`src/hdl/apset_pkg.sv`:
```
// Purpose: Shared constants, types and decoders for the axis position preset block.
// Assumes: Positions are 64-bit signed fixed-point counts in user units.
// Notes:   Fault code values are arbitrary and may be remapped by the system.

`default_nettype none

package apset_pkg;

  // ---------------------------------------------------------------------------
  // Widths
  // ---------------------------------------------------------------------------
  localparam int POS_W   = 64;
  localparam int AXIS_W  = 6;
  localparam int FAULT_W = 16;

  // ---------------------------------------------------------------------------
  // Axis numbering and reference choices
  // ---------------------------------------------------------------------------
  localparam logic [AXIS_W-1:0] AXIS_FIRST    = 6'h01;
  localparam logic [AXIS_W-1:0] AXIS_LAST     = 6'h20;
  localparam logic              REF_COMMANDED = 1'b0;
  localparam logic              REF_MEASURED  = 1'b1;

  // ---------------------------------------------------------------------------
  // Reset values
  // ---------------------------------------------------------------------------
  localparam logic [POS_W-1:0]   POS_RESET  = 64'h0000_0000_0000_0000;
  localparam logic [AXIS_W-1:0]  AXIS_RESET = 6'h00;

  // The fault code values are arbitrary.
  localparam logic [FAULT_W-1:0] FAULT_NONE        = 16'h0000;
  localparam logic [FAULT_W-1:0] FAULT_AXIS_RANGE  = 16'h0001;
  localparam logic [FAULT_W-1:0] FAULT_REF_UNSUPP  = 16'h0002;
  localparam logic [FAULT_W-1:0] FAULT_HALT_ACTIVE = 16'h0003;

  // ---------------------------------------------------------------------------
  // Types
  // ---------------------------------------------------------------------------
  typedef enum logic [1:0] {
    AXIS_REAL     = 2'h0,
    AXIS_ENCODER  = 2'h1,
    AXIS_VIRTUAL  = 2'h2,
    AXIS_RESERVED = 2'h3
  } apset_axis_kind_type;

  typedef enum logic [2:0] {
    ST_IDLE = 3'h1,
    ST_BUSY = 3'h2,
    ST_HOLD = 3'h4
  } apset_state_type;

  // ---------------------------------------------------------------------------
  // Decoders
  // ---------------------------------------------------------------------------
  function automatic logic apset_axis_ok(input logic [AXIS_W-1:0] axis);
    return (axis >= AXIS_FIRST) && (axis <= AXIS_LAST);
  endfunction

  // Every defined axis kind supports both references; the reserved code none.
  function automatic logic apset_ref_ok(input apset_axis_kind_type kind, input logic sel);
    logic ok;
    ok = 1'b0;
    unique case (kind)
      AXIS_REAL, AXIS_ENCODER, AXIS_VIRTUAL: ok = (sel == REF_COMMANDED) || (sel == REF_MEASURED);
      AXIS_RESERVED:                         ok = 1'b0;
    endcase
    return ok;
  endfunction

endpackage

`default_nettype wire

```
`src/hdl/apset_calc_if.sv`:
```
// Purpose: Carries sampled preset operands to the position calculator and back.
// Assumes: Purely combinational traffic inside one clock domain.
// Notes:   The calculator reads operands and returns results through the calc modport.

`timescale 1ns/1ps
`default_nettype none

interface apset_calc_if;
  import apset_pkg::*;
  logic signed [POS_W-1:0] ref_commanded;
  logic signed [POS_W-1:0] ref_measured;
  logic signed [POS_W-1:0] position;
  logic                    relative;
  logic                    reference_select;
  logic signed [POS_W-1:0] target;
  logic signed [POS_W-1:0] shift;

  modport calc (
    input  ref_commanded, ref_measured, position, relative, reference_select,
    output target, shift
  );
  modport user (
    output ref_commanded, ref_measured, position, relative, reference_select,
    input  target, shift
  );
endinterface

`default_nettype wire

```
`src/hdl/apset_calc.sv`:
```
// Purpose: Computes the preset target and the common shift for both positions.
// Assumes: Operands were sampled when the preset began.
// Notes:   Overflow wraps in two's complement; no saturation.

`timescale 1ns/1ps
`default_nettype none

module apset_calc
  import apset_pkg::*;
(
  // Operands and results
  apset_calc_if.calc bus
);

  logic signed [POS_W-1:0] ref_value;

  always_comb begin
    ref_value = (bus.reference_select == REF_MEASURED) ? bus.ref_measured
                                                       : bus.ref_commanded;
    bus.target = bus.relative ? POS_W'(ref_value + bus.position)
                              : bus.position;
    // The same shift goes to both positions, whichever one is the reference.
    bus.shift  = POS_W'(bus.target - ref_value);
  end

endmodule

`default_nettype wire

```
`src/hdl/apset_top.sv`:
```
// Purpose: Axis position preset; rewrites an axis's positions without moving it.
// Assumes: period_tick_in pulses once per control period; inputs are synchronous.
// Notes:   The axis state applies preset_shift_out to both of its positions.
//
// What this block does
// - Trigger rise: busy; next period done, busy off.
// - Error: flag, code, busy off together.
// - Error held until trigger falls.
// - Overwrite position only, no axis motion.
// - Running motion unaffected by preset.
// - Reference sampled when preset starts.
// - Relative: target is reference plus position.
// - Absolute: target is requested position.
// - Selector 0: commanded position is reference.
// - Selector 1: measured position is reference.
// - Measured shifts with commanded; deviation kept.
// - Measured reference handled symmetrically.
// - Unsupported reference for axis kind errors.
// - Master preset never reaches slave axes.
// - Slave preset keeps coupling intact.
// - Preset during halt instruction is rejected.
// - After halt completes, presets work normally.
// - Done held while trigger high.
// - Trigger gone early: done one period.

`timescale 1ns/1ps
`default_nettype none

module apset_top
  import apset_pkg::*;
(
  // Clock and reset
  input  wire logic                     clock_in,
  input  wire logic                     rst_in,
  // Control period
  input  wire logic                     period_tick_in,
  // Preset request
  input  wire logic                     trigger_in,
  input  wire logic [AXIS_W-1:0]        axis_num_in,
  input  wire logic signed [POS_W-1:0]  position_in,
  input  wire logic                     relative_in,
  input  wire logic                     reference_select_in,
  // Axis state
  input  wire logic [1:0]               axis_kind_in,
  input  wire logic                     halt_active_in,
  input  wire logic signed [POS_W-1:0]  ref_commanded_in,
  input  wire logic signed [POS_W-1:0]  ref_measured_in,
  // Handshake
  output logic                          busy_out,
  output logic                          done_out,
  output logic                          error_out,
  output logic [FAULT_W-1:0]            fault_code_out,
  // Position update
  output logic                          preset_write_out,
  output logic [AXIS_W-1:0]             preset_axis_out,
  output logic signed [POS_W-1:0]       preset_target_out,
  output logic signed [POS_W-1:0]       preset_shift_out
);

  // ---------------------------------------------------------------------------
  // Declarations
  // ---------------------------------------------------------------------------
  apset_state_type          state_reg;
  apset_state_type          state_next;
  logic                     trig_prev_reg;
  logic                     busy_reg;
  logic                     done_reg;
  logic                     error_reg;
  logic [FAULT_W-1:0]       fault_code_reg;
  logic [AXIS_W-1:0]        axis_reg;
  apset_axis_kind_type      kind_reg;
  logic signed [POS_W-1:0]  pos_reg;
  logic                     rel_reg;
  logic                     sel_reg;
  logic signed [POS_W-1:0]  ref_cmd_reg;
  logic signed [POS_W-1:0]  ref_meas_reg;
  logic                     write_reg;
  logic signed [POS_W-1:0]  target_reg;
  logic signed [POS_W-1:0]  shift_reg;
  logic                     trig_rise;
  logic                     start;
  logic                     finish;
  logic                     release_hold;
  logic [FAULT_W-1:0]       fault_next;

  apset_calc_if calc_bus();

  // ---------------------------------------------------------------------------
  // Period events
  // ---------------------------------------------------------------------------
  // The trigger is judged only at period ticks, so a pulse narrower than a
  // control period is seen only if it is high at a tick; the program runs on that same period.
  assign trig_rise    = period_tick_in && trigger_in && !trig_prev_reg;
  assign start        = trig_rise && (state_reg == ST_IDLE);
  assign finish       = period_tick_in && (state_reg == ST_BUSY);
  assign release_hold = period_tick_in && (state_reg == ST_HOLD) && !trigger_in;

  always_ff @(posedge clock_in or posedge rst_in) begin
    if (rst_in) begin
      trig_prev_reg <= 1'b0;
    end else if (period_tick_in) begin
      trig_prev_reg <= trigger_in;
    end
  end

  // ---------------------------------------------------------------------------
  // Sequencer
  // ---------------------------------------------------------------------------
  always_comb begin
    state_next = state_reg;
    unique case (state_reg)
      ST_IDLE: begin
        if (start) begin
          state_next = ST_BUSY;
        end
      end
      ST_BUSY: begin
        if (finish) begin
          state_next = ST_HOLD;
        end
      end
      ST_HOLD: begin
        if (release_hold) begin
          state_next = ST_IDLE;
        end
      end
      default: begin
        state_next = ST_IDLE;
      end
    endcase
  end

  always_ff @(posedge clock_in or posedge rst_in) begin
    if (rst_in) begin
      state_reg <= ST_IDLE;
    end else begin
      state_reg <= state_next;
    end
  end

  // ---------------------------------------------------------------------------
  // Operand capture
  // ---------------------------------------------------------------------------
  // All operands but the halt status are latched at the rising tick so later changes of the request
  // or of the live positions cannot alter a preset already under way.
  always_ff @(posedge clock_in or posedge rst_in) begin
    if (rst_in) begin
      axis_reg     <= AXIS_RESET;
      kind_reg     <= AXIS_REAL;
      pos_reg      <= POS_RESET;
      rel_reg      <= 1'b0;
      sel_reg      <= REF_COMMANDED;
      ref_cmd_reg  <= POS_RESET;
      ref_meas_reg <= POS_RESET;
    end else if (start) begin
      axis_reg     <= axis_num_in;
      kind_reg     <= apset_axis_kind_type'(axis_kind_in);
      pos_reg      <= position_in;
      rel_reg      <= relative_in;
      sel_reg      <= reference_select_in;
      ref_cmd_reg  <= ref_commanded_in;
      ref_meas_reg <= ref_measured_in;
    end
  end

  // ---------------------------------------------------------------------------
  // Target calculation
  // ---------------------------------------------------------------------------
  assign calc_bus.ref_commanded    = ref_cmd_reg;
  assign calc_bus.ref_measured     = ref_meas_reg;
  assign calc_bus.position         = pos_reg;
  assign calc_bus.relative         = rel_reg;
  assign calc_bus.reference_select = sel_reg;

  apset_calc u_calc (
    .bus (calc_bus.calc)
  );

  // ---------------------------------------------------------------------------
  // Fault check
  // ---------------------------------------------------------------------------
  // The halt test uses the live status at completion: a halt still running
  // then rejects the preset, one already finished lets it through.
  always_comb begin
    fault_next = FAULT_NONE;
    if (!apset_axis_ok(axis_reg)) begin
      fault_next = FAULT_AXIS_RANGE;
    end else if (!apset_ref_ok(kind_reg, sel_reg)) begin
      fault_next = FAULT_REF_UNSUPP;
    end else if (halt_active_in) begin
      fault_next = FAULT_HALT_ACTIVE;
    end
  end

  // ---------------------------------------------------------------------------
  // Handshake flags
  // ---------------------------------------------------------------------------
  always_ff @(posedge clock_in or posedge rst_in) begin
    if (rst_in) begin
      busy_reg <= 1'b0;
    end else if (start) begin
      busy_reg <= 1'b1;
    end else if (finish) begin
      busy_reg <= 1'b0;
    end
  end

  always_ff @(posedge clock_in or posedge rst_in) begin
    if (rst_in) begin
      done_reg <= 1'b0;
    end else if (finish) begin
      done_reg <= (fault_next == FAULT_NONE);
    end else if (release_hold) begin
      // A trigger already low at completion clears done one period later.
      done_reg <= 1'b0;
    end
  end

  always_ff @(posedge clock_in or posedge rst_in) begin
    if (rst_in) begin
      error_reg      <= 1'b0;
      fault_code_reg <= FAULT_NONE;
    end else if (finish) begin
      error_reg      <= (fault_next != FAULT_NONE);
      fault_code_reg <= fault_next;
    end else if (release_hold) begin
      error_reg      <= 1'b0;
    end
  end

  // ---------------------------------------------------------------------------
  // Position update
  // ---------------------------------------------------------------------------
  // Only the addressed axis is written, and no coupling information is
  // touched: masters do not pass the change on, slaves stay coupled.
  // No move request leaves this block; the shift is a pure offset so a
  // running profile keeps its velocity and its relative end point.
  always_ff @(posedge clock_in or posedge rst_in) begin
    if (rst_in) begin
      write_reg <= 1'b0;
    end else begin
      write_reg <= finish && (fault_next == FAULT_NONE);
    end
  end

  always_ff @(posedge clock_in or posedge rst_in) begin
    if (rst_in) begin
      target_reg <= POS_RESET;
      shift_reg  <= POS_RESET;
    end else if (finish && (fault_next == FAULT_NONE)) begin
      // One shift for both positions in one strobe keeps the deviation whole.
      target_reg <= calc_bus.target;
      shift_reg  <= calc_bus.shift;
    end
  end

  assign busy_out          = busy_reg;
  assign done_out          = done_reg;
  assign error_out         = error_reg;
  assign fault_code_out    = fault_code_reg;
  assign preset_write_out  = write_reg;
  assign preset_axis_out   = axis_reg;
  assign preset_target_out = target_reg;
  assign preset_shift_out  = shift_reg;
endmodule

`default_nettype wire

```
`config.mk`:
```
export PLATFORM = sky130hd
export DESIGN_NAME = apset_top
export DESIGN_NICKNAME = d
export VERILOG_FILES = /design/src/hdl/apset_pkg.sv /design/src/hdl/apset_calc_if.sv /design/src/hdl/apset_calc.sv /design/src/hdl/apset_top.sv
export SDC_FILE = /design/constraint.sdc
export NUM_CORES = 1
export LEC_CHECK = 0
export BUFFER_PORTS_ARGS = -buffer_cell sky130_fd_sc_hd__buf_2
export CAP_MARGIN = 20
export CORE_AREA = 2 2 322 165
export CTS_CLUSTER_DIAMETER = 30
export DETAILED_ROUTE_END_ITERATION = 10
export DIE_AREA = 0 0 324 167
export HOLD_SLACK_MARGIN = 0.05
export PLACE_DENSITY = 0.62
export SYNTH_ARGS = -nofsm -noshare
export SYNTH_HDL_FRONTEND = slang
export SYNTH_SLANG_ARGS = --single-unit
export TNS_END_PERCENT = 5
```
`constraint.sdc`:
```
create_clock -name clock_in -period 13.1 [get_ports clock_in]
set_input_delay 3.93 -clock clock_in [delete_from_list [all_inputs] [get_ports clock_in]]
set_output_delay 3.93 -clock clock_in [all_outputs]
set_load 0.01 [all_outputs]
```
# --- After elaboration in Yosys (flattened, before gate mapping) ---
# Cells that the tools add are included.
op_classes:
  add_sub_neg: 2
  magnitude_cmp: 2
  n_eq_ne: 9
  muxes: 16
  n_reduce_logical: 17
op_table:
  columns: ["cell", "n"]
  rows:
  - ["two-way mux 64 bit", 2]
  - ["adder 64 bit", 1]
  - ["subtractor 64 bit", 1]
  - ["logical NOT 16 bit", 1]
  - ["nonzero test 16 bit", 1]
  - ["two-way mux 3 bit", 3]
  - ["one-hot mux 3 bit (3 select lines)", 1]
  - ["logical AND 1 bit", 8]
  - [">= comparator 6 x 1 -> 1 bit (second input constant)", 1]
  - ["<= comparator 6 bit (second input constant)", 1]
  - ["two-way mux 1 bit", 6]
  - ["two-way mux 2 bit", 3]
  - ["!= test 2 bit (second input constant)", 3]
  - ["equality test 2 bit (second input constant)", 2]
  - ["nonzero test 2 bit", 2]
  - ["equality test 3 x 1 -> 1 bit (second input constant)", 1]
  - ["equality test 3 x 2 -> 1 bit (second input constant)", 1]
  - ["equality test 3 bit (second input constant)", 1]
  - ["AND reduction 3 bit", 1]
  - ["OR reduction 3 bit", 1]
  - ["equality test 2 x 1 -> 1 bit (second input constant)", 1]
  - ["logical NOT 1 bit", 2]
  - ["logical NOT 2 bit", 1]
  - ["one-hot mux 1 bit (2 select lines)", 1]
totals:
  register_bits: 354
  inputBits: 207
  output_inout_bits: 154

# --- Longest topological paths before layout ---
# Gate-level depths: netlist of run 1.
depth:
  ltp_word: 8
  ltp_mapped: 28
  ltp_nobuf: 24

# --- Hierarchy ---
# From an unflattened synthesis of run 1, not the netlist that was laid out.
unflattened:
  cells_unflattened: 2075
  hier_area_um2: 21998.6
by_module_without_submodules:
  columns: ["mod", "n_inst", "cells_per_inst", "area_per_inst_um2", "seq_area_each_um2"]
  rows:
  - ["apset_top", 1, 759, 12857.3, 8509.4]
  - ["apset_calc", 1, 1316, 9141.3, 0.0]

# --- Least setup slack after synthesis of run 1 ---
# Ideal clock, no wire load.
synth_timing:
  path_type: "register to register"
  from: "reg sel_reg, in the netlist calc_bus.reference_select"
  to: "reg shift_reg[56], in the netlist preset_shift_out[56]"
  setup_time_ns: 0.087
  arrival_time_ns: 6.226
  path_slack_ns: 6.788
  path_stages_with_launch: 26
  path_buffers: 3
  path_cell_list: "dfrtp_1 clkbuf_1 clkbuf_1 mux2i_1 inv_1 fa_1 a21oi_1 o21ai_0 a31oi_1 o31a_1 nand4b_1 a31o_2 or2_2 xor2_1 mux2_2 ha_1 clkbuf_1 nand4_1 or2_2 o221ai_1 a211oi_1 or4_1 nand4b_1 a221oi_2 a2111o_1 o211ai_1"
synth_via:
  elab_chain_len: 4
synth_lines:
  columns: ["item", "line", "rtl"]
  rows:
  - ["start: declaration", "apset_top.sv:74", "logic sel_reg;"]
  - ["start signal: assignment", "apset_top.sv:160", "sel_reg <= reference_select_in;"]
  - ["two-way mux 64 bit", "apset_calc.sv:18", "ref_value = (bus.reference_select == REF_MEASURED) ? bus.ref_measured"]
  - ["adder 64 bit", "apset_calc.sv:20", "bus.target = bus.relative ? POS_W'(ref_value + bus.position)"]
  - ["two-way mux 64 bit", "apset_calc.sv:20", null]
  - ["named net calc_bus.target[28]", "apset_calc_if.sv:15", "logic signed [POS_W-1:0] target;"]
  - ["subtractor 64 bit", "apset_calc.sv:23", "bus.shift = POS_W'(bus.target - ref_value);"]
  - ["end signal: assignment", "apset_top.sv:253", "shift_reg <= calc_bus.shift;"]
  - ["end: declaration", "apset_top.sv:79", "logic signed [POS_W-1:0] shift_reg;"]
# The timed path passes the listed nets, and every way through them passes these cells.
# A chain may end at the register's enable or synchronous reset.

# --- Worst setup path in the final report of run 1 ---
layout_timing:
  from: "reg sel_reg, in the netlist calc_bus.reference_select"
  to: "reg shift_reg[51], in the netlist preset_shift_out[51]"
# The elaborated chain is that of the path after synthesis.

==> summary.md, run 1 <==
| Metric | Value |
|---|---|
| Post-DP HPWL | 52800 microns |
| Diodes inserted | 0 |
| Deepest clock path buffer count | 3 |
| Drt total wl | just under 70000 microns |
| Final estimated routing congestion in global placement | around 0.94 |
| Die X | between 300 and 400 microns |
| Initial core utilization | ~42% |
| Total number of vias | 18300 |
| Largest family of logic cells by synthesized area | multiplexers |
| GR Layer Usage met1 | between 40% and 50% |
| FF+latch count, synth | 340 |
| Worst-path maximum fanout | 36 |
| Gr usage total | between 20% and 30% |
| Post-synth EDFFs | 0 |
| Synth warn | 0 |
| Maximum VDD drop | roughly 0.00014 V |
| Slew Viols, Final | 0 |
| Ranking of synthesized cells by area | dfrtp_1 (39%), mux2_2 (14%), ha_1 (7.2%) |
| Async set-reset flop share out of synthesis | 100% |
| Synth Area in Compound Gates | about 16% |
| GRT overflow | 0 |
| Initial DRC count | between 1500 and 2000 |
| Clk_lat worst skew | around 0.62 ns |
| CTS Sinks | 340 |
| Top_reg_cell synth | dfrtp_1 |
| Post-synthesis cell type count | 85 |
| Post-Synthesis Cells | between 2000 and 2500 |
| XOR/XNOR Fraction of Synth Area | under 10% |
| Full die area | ~54000 sq um |
| Avg Cell Area, Syn | approximately 10 sq um |
| TritonCTS buffer count | 58 |
| # port buffers | about 350 |
| Core area | between 50000 and 60000 sq um |
| Clk Tree Root Cell | clkbuf_16 |
| Min Clock Period, post-route | 7.92 ns |
| CTS-repair resized insts | 0 |
| Cell Pwr Density | 329 nW/um^2 |
| WP data arrival | about 8.4 ns |
| Sum Neg Setup Slack | 0 ns |
| First-pass iteration count of the detailed router | 6 |
| Area leader, netlist | dfrtp_1 |
| Layout cell share with drive strength beyond 1 | a little under a third |
| Unrepaired setup endpoints after global routing | no |
| Post-route ant nets | 0 |
| First-pass GRT wire length | between 100000 and 150000 microns |
| Initial antenna violation count | 0 |
| H-tree levels | 2 |
| Post-CTS Hold Buffers | 0 |
| Type of the worst min-delay path | reg2reg |
| Reg2Reg Setup Slack | roughly 5.2 ns |
| Post-CTS setup buffers | 0 |
| CP endpoint kind | flip-flop |
| Area Overhead vs Synth | 19.6% |
| Leakage power | around 13 nW |
| Final setup fails | 0 |
| Clock skew | 0.0258 ns |
| Slew HR | 23.1% |
| Top cells by count, synth | dfrtp_1 (339), mux2_2 (275), nand2_1 (257), a21oi_1 (148), ha_1 (126) |
| Global routing's busiest layer | met1 |
| GR Util met3 | under 10% |
| Max-cap check violation count | 0 |
| Critical Path RT | 13.56 ns |
| Worst-path clk slew | approximately 0.070 ns |
| Final hold violations | 0 |
| Met2 Usage GRT | roughly a third |
| Final Cycle Share | about three fifths |
| FMAX | approximately 130 MHz |
| CTS tree | yes |
| Vias/cell | roughly 5.6 |
| Most common cell in the netlist | dfrtp_1 |
| Wire length per cell | roughly 21 microns |
| Seq/Total Area, Yosys | about two fifths |
| Fill cells | between 4000 and 5000 |
| IO Count | 361 |
| Post-Syn Area | 21800 sq um |
| Crit Path Class | reg2reg |
| Largest net degree at the start of global routing | 161 |
| Status | complete, no violations |
| DRC Markers | 0 |
| Die boundary height | about 170 microns |
| Worst slew pin tran | approximately 1.1 ns |
| Startpoint types | flip-flop |
| Number of global-route vias before repair | roughly 18000 |
| Share of the synthesized area in the top cell type | between 30% and 40% |
| Synth Area in Adders | roughly 7.4% |
| Post-Synth Simple-Gate Area | between 10% and 20% |
| Worst hold slack | 0.468 ns |
| Site row count | just under 60 |
| Post-synthesis mux area share | around 17% |
| Final nets | between 2000 and 3000 |
==> layout make-up <==
class	count	area, sq um	area share (%)
well taps	701	877	3.37
clock buffers	62	1480	5.67
multi-input cells	1659	12300	47.4
inverters	99	377	1.45
clock inverters	48	593	2.28
repair buffers	356	1840	7.09
flip-flops and latches	340	8520	32.7
==> routing by layer <==
| metal | vias to the layer above | wire, microns |
|---|---|---|
| li1 | 8576 | - |
| met1 | 8974 | 35100 |
| met2 | 712 | 26900 |
| met3 | 84 | 6230 |
| met4 | 0 | 1010 |
| met5 | - | 0 |
==> placed cells by master, fill, tap and decap left out, types with 25 or more instances in the layout <==
| cell type | n |
|---|---|
| a21oi_1 | 148 |
| nand4_1 | 25 |
| buf_2 | 346 |
| a31oi_1 | 30 |
| mux2_2 | 275 |
| clkbuf_16 | 58 |
| nor2_1 | 89 |
| inv_1 | 97 |
| nand2_1 | 257 |
| a21o_1 | 74 |
| o21ai_0 | 119 |
| ha_1 | 126 |
| nand3_1 | 39 |
| mux2i_1 | 65 |
| dfrtp_1 | 337 |
| xnor2_1 | 58 |
| o21bai_1 | 25 |
| nand2b_1 | 29 |
| xor2_1 | 42 |
==> logic make-up after synthesis <==
kind of cell | after synthesis
and+or+nand+nor | 542
AOI/OAI and AO/OA | 533
muxes | 341
DFF | 340
buffers and inverters | 217
adders and majority gates | 128
xor gates and xnor gates | 101
other | 1
==> critical path: stages (launching register included) <==
cell and delay [ns]:
dfrtp_4 0.93, mux2_2 0.44, ha_1 0.24, fa_1 0.44, a21oi_1 0.18, o21ai_0 0.14, a31oi_1 0.46, o31a_1 0.24
nand4b_1 0.24, a31o_2 0.32, o21ai_0 0.28, o21ai_0 0.20, xor2_1 0.19, a21o_1 0.24, ha_1 0.41, a211oi_1 0.31
o21ai_0 0.14, o211ai_1 0.12, o2111ai_1 0.20, a211oi_1 0.77, a21oi_1 0.29, nor2_1 0.43, o21bai_1 0.16, xnor2_1 0.24
o21ai_0 0.12
==> where the power goes <==
part | switching [mW] | total (mW) | internal (mW)
logic | 3.32 | 5.44 | 2.12
registers | 0.226 | 1.54 | 1.31
clock network | 0.637 | 1.59 | 0.956
==> final timing paths <==
path                                                             from                               endpoint  cells past startpoint
worst min-delay path                preset_target_out[13]$_DFFE_PP0P_      preset_target_out[13]$_DFFE_PP0P_                      2
max in group asynchronous                                      rst_in  calc_bus.reference_select$_DFFE_PP0P_                      3
worst max-delay path            calc_bus.reference_select$_DFFE_PP0P_       preset_shift_out[51]$_DFFE_PP0P_                     24
worst max register to register  calc_bus.reference_select$_DFFE_PP0P_       preset_shift_out[51]$_DFFE_PP0P_                     24
worst min register to register      preset_target_out[13]$_DFFE_PP0P_      preset_target_out[13]$_DFFE_PP0P_                      2
min in group asynchronous                                      rst_in       preset_shift_out[15]$_DFFE_PP0P_                      2
==> per-stage QoR <==
stage	power, mW	std cells	setup WS (ns)	utilization (%)	area (sq um)
floorplan	5.31	2216	4.62	-	21800
global placement	6.75	3155	5.44	46.7	24000
detailed placement	6.79	3155	5.39	46.7	24000
CTS	8.44	3265	5.34	50.7	26000
global route	9.15	3265	4.65	50.7	26000
finish	8.57	3265	5.18	50.7	26000
No activity file was read; power rests on OpenSTA's default activity.
==> inputs of run 2 (changes only) <==
--- a/config.mk
+++ b/config.mk
@@ -12,7 +12,7 @@
 export DETAILED_ROUTE_END_ITERATION = 10
 export DIE_AREA = 0 0 324 167
 export HOLD_SLACK_MARGIN = 0.05
-export PLACE_DENSITY = 0.62
+export PLACE_DENSITY = 0.6
 export SYNTH_ARGS = -nofsm -noshare
 export SYNTH_HDL_FRONTEND = slang
 export SYNTH_SLANG_ARGS = --single-unit
==> constraint.sdc (replaced) <==
create_clock -name clock_in -period 8 [get_ports clock_in]
set_input_delay 2.4 -clock clock_in [delete_from_list [all_inputs] [get_ports clock_in]]
set_output_delay 2.4 -clock clock_in [all_outputs]
set_load 0.01 [all_outputs]
==> run 2 against run 1 <==
Power up 65%; global-route usage grew 0.11 points; via count rose by 0.17%; register-to-register slack got worse by 4.6 ns; non-clock buffer count up 14; combinational power increased by 64%; cell count grew 0.55%; clock skew rose by 0.011 ns; critical path depth is 2 higher; core utilization up 0.34 points; sequential cell count unchanged; sequential share of layout area down 0.22 points; critical path type unchanged; critical endpoint is now preset_shift_out[63]$_DFFE_PP0P_; largest cell class unchanged.
==> summary.md, run 2 (same netlist as run 1, synthesis figures left out) <==
| Metric | Value |
|---|---|
| Wire length per cell | 21.2 microns |
| Slew Viols, Final | 0 |
| Deepest clock path buffer count | 3 |
| Final setup fails | 0 |
| Die boundary height | 167 microns |
| TritonCTS buffer count | 60 |
| Gr usage total | 25.3% |
| Worst-path clk slew | about 0.06 ns |
| Placed cell count | ~3200 |
| Status | complete, no violations |
| Worst-path maximum fanout | 18 |
| Maximum VDD drop | approximately 0.00023 V |
| WP data arrival | 7.96 ns |
| CP endpoint kind | flip-flop |
| Final estimated routing congestion in global placement | roughly 0.99 |
| Cell Pwr Density | roughly 540 nW/um^2 |
| CTS tree | yes |
| Max-cap check violation count | 0 |
| Initial antenna violation count | 1 |
| Min Clock Period, post-route | 7.43 ns |
| DRC Markers | 0 |
| Post-CTS Hold Buffers | 0 |
| Critical Path RT | 8.53 ns |
| RR Startpoint | calc_bus.reference_select$_DFFE_PP0P_ |
| Layout cell share with drive strength beyond 1 | between 30% and 40% |
| Initial DRC count | between 1500 and 2000 |
| Slowest stage delay, CP | between 0.5 and 0.6 ns |
| Clk_lat worst skew | a little over 0.6 ns |
| Fill cells | between 4000 and 5000 |
| Sum Neg Setup Slack | 0 ns |
| Post-CTS setup buffers | 0 |
| Slew HR | a little under a fifth |
| Final hold violations | 0 |
| Most common cell after layout, fill and taps aside | buf_2 |
| Post-DP HPWL | 53500 microns |
| Crit Path Class | reg2reg |
| Most used cell, CP | a21o_1 |
| GRT overflow | 0 |
| Number of global-route vias before repair | roughly 18000 |
| Full die area | approximately 54000 sq um |
| Total power | 14.1 mW |
| Startpoint types | flip-flop |
| Post-route ant nets | 0 |
| Initial core utilization | roughly 42% |
| Drt total wl | about 70000 microns |
| Crit-path slowest cell | dfrtp_4 |
| Hold path startpoint | preset_target_out[31]$_DFFE_PP0P_ |
| # port buffers | between 300 and 400 |
| Clock skew | between 0.03 and 0.04 ns |
| Die X | 324 microns |
| Unrepaired setup endpoints after global routing | no |
| CTS Sinks | 340 |
| Commonest cells after routing, fill and taps aside | buf_2 (346), dfrtp_1 (337), mux2_2 (275) |
| WP depth | 26 |
| Hold Path Depth | 2 |
| Top delay family on crit path | compound AO/OA/AOI/OAI gates |
| Worst slew pin tran | around 1.2 ns |
| First-pass iteration count of the detailed router | 6 |
| Vias/cell | about 5.6 |
| H-tree levels | 2 |
| Final nets | between 2000 and 3000 |
| CTS-repair resized insts | 0 |
| FMAX | 135 MHz |
| Worst hold slack | 0.467 ns |
| Largest net degree at the start of global routing | ~140 |
| Leakage power | between 10 and 15 nW |
| Reg2Reg Depth | 26 |
| Non-Filler Instances | between 3000 and 4000 |
| Area Overhead vs Synth | 20.4% |
| IO Count | approximately 360 |
| Buf+Inv Stages, Crit Path | 3 |
| Total number of vias | 18400 |
| Critical path origin | calc_bus.reference_select$_DFFE_PP0P_ |
| Core area | roughly 51000 sq um |
| Type of the worst min-delay path | reg2reg |
| Site row count | between 50 and 60 |
| First-pass GRT wire length | 106000 microns |
| Final Cycle Share | roughly 93% |
| Clk Tree Root Cell | clkbuf_16 |
[run 2: cell count changes in the layout (fill, tap and decap cells not counted), moves of 2 or more]
| cell | previous run | this run |
|---|---|---|
| clkbuf_16 | 58 | 61 |
| inv_6 | 13 | 17 |
| clkinv_4 | 6 | 4 |
| clkinv_8 | 5 | 2 |
| buf_4 | 7 | 20 |
[run 2: area by class of cell]
class / instances / area [sq um] / area share (%)
well taps: 701 / 877 / 3.35
multi-input cells: 1659 / 12300 / 47.1
clock buffers: 67 / 1570 / 5.99
flip-flops and latches: 340 / 8520 / 32.5
clock inverters: 46 / 553 / 2.11
inverters: 99 / 377 / 1.44
repair buffers: 370 / 1960 / 7.49
diodes: 1 / 2.50 / 0.00955
[run 2: report_power, final]
| group | switching [mW] | internal (mW) | leakage, nW |
|---|---|---|---|
| Clock | 1.03 | 1.66 | 1.03 |
| Sequential | 0.358 | 2.15 | 4.29 |
| Combinational | 5.42 | 3.51 | 7.51 |
| Total | 6.81 | 7.32 | 12.8 |
[run 2: path summary, 6_finish.rpt]
| kind | end | slack, ns |
|---|---|---|
| max | preset_shift_out[63]$_DFFE_PP0P_ | 0.57 |
| min | preset_target_out[31]$_DFFE_PP0P_ | 0.47 |
| max reg2reg | preset_shift_out[63]$_DFFE_PP0P_ | 0.57 |
| min reg2reg | preset_target_out[31]$_DFFE_PP0P_ | 0.47 |
| max in group asynchronous | calc_bus.ref_measured[63]$_DFFE_PP0P_ | 4.89 |
| min in group asynchronous | preset_shift_out[14]$_DFFE_PP0P_ | 1.81 |
[run 2: worst register-to-register path, cell delays in order (launching register included)]
cell and delay [ns]:
dfrtp_4 0.59, buf_4 0.39, mux2i_1 0.34, inv_1 0.09, ha_1 0.41, a21o_1 0.24, a221oi_1 0.35, o21a_1 0.19
o21ai_0 0.07, a21oi_1 0.54, o31ai_1 0.30, a21o_1 0.23, a21oi_1 0.16, mux2_2 0.36, nand2_1 0.08, ha_1 0.31
a21o_1 0.21, a21o_1 0.16, a221o_1 0.35, and3_1 0.18, a211oi_1 0.29, buf_4 0.19, o41ai_1 0.08, nor2_1 0.53
o21ai_0 0.22, xnor3_1 0.38, o21ai_1 0.12
[run 2: stage by stage]
stage | util (%) | worst slack [ns] | area [sq um]
floorplan | - | 1.05 | 21800
global placement | 46.9 | 0.724 | 24100
detailed placement | 46.9 | 0.764 | 24100
CTS | 51.1 | 0.766 | 26200
global route | 51.1 | 0.233 | 26200
finish | 51.1 | 0.568 | 26200
[run 2: per-layer routing]
layer	global-route usage (%)	vias to the layer above	part of all wire, %
li1	-	8611	-
met2	33.3	784	38
met3	7.87	67	10
met5	0	-	0
met1	40.3	8916	50
met4	3.93	0	1.1
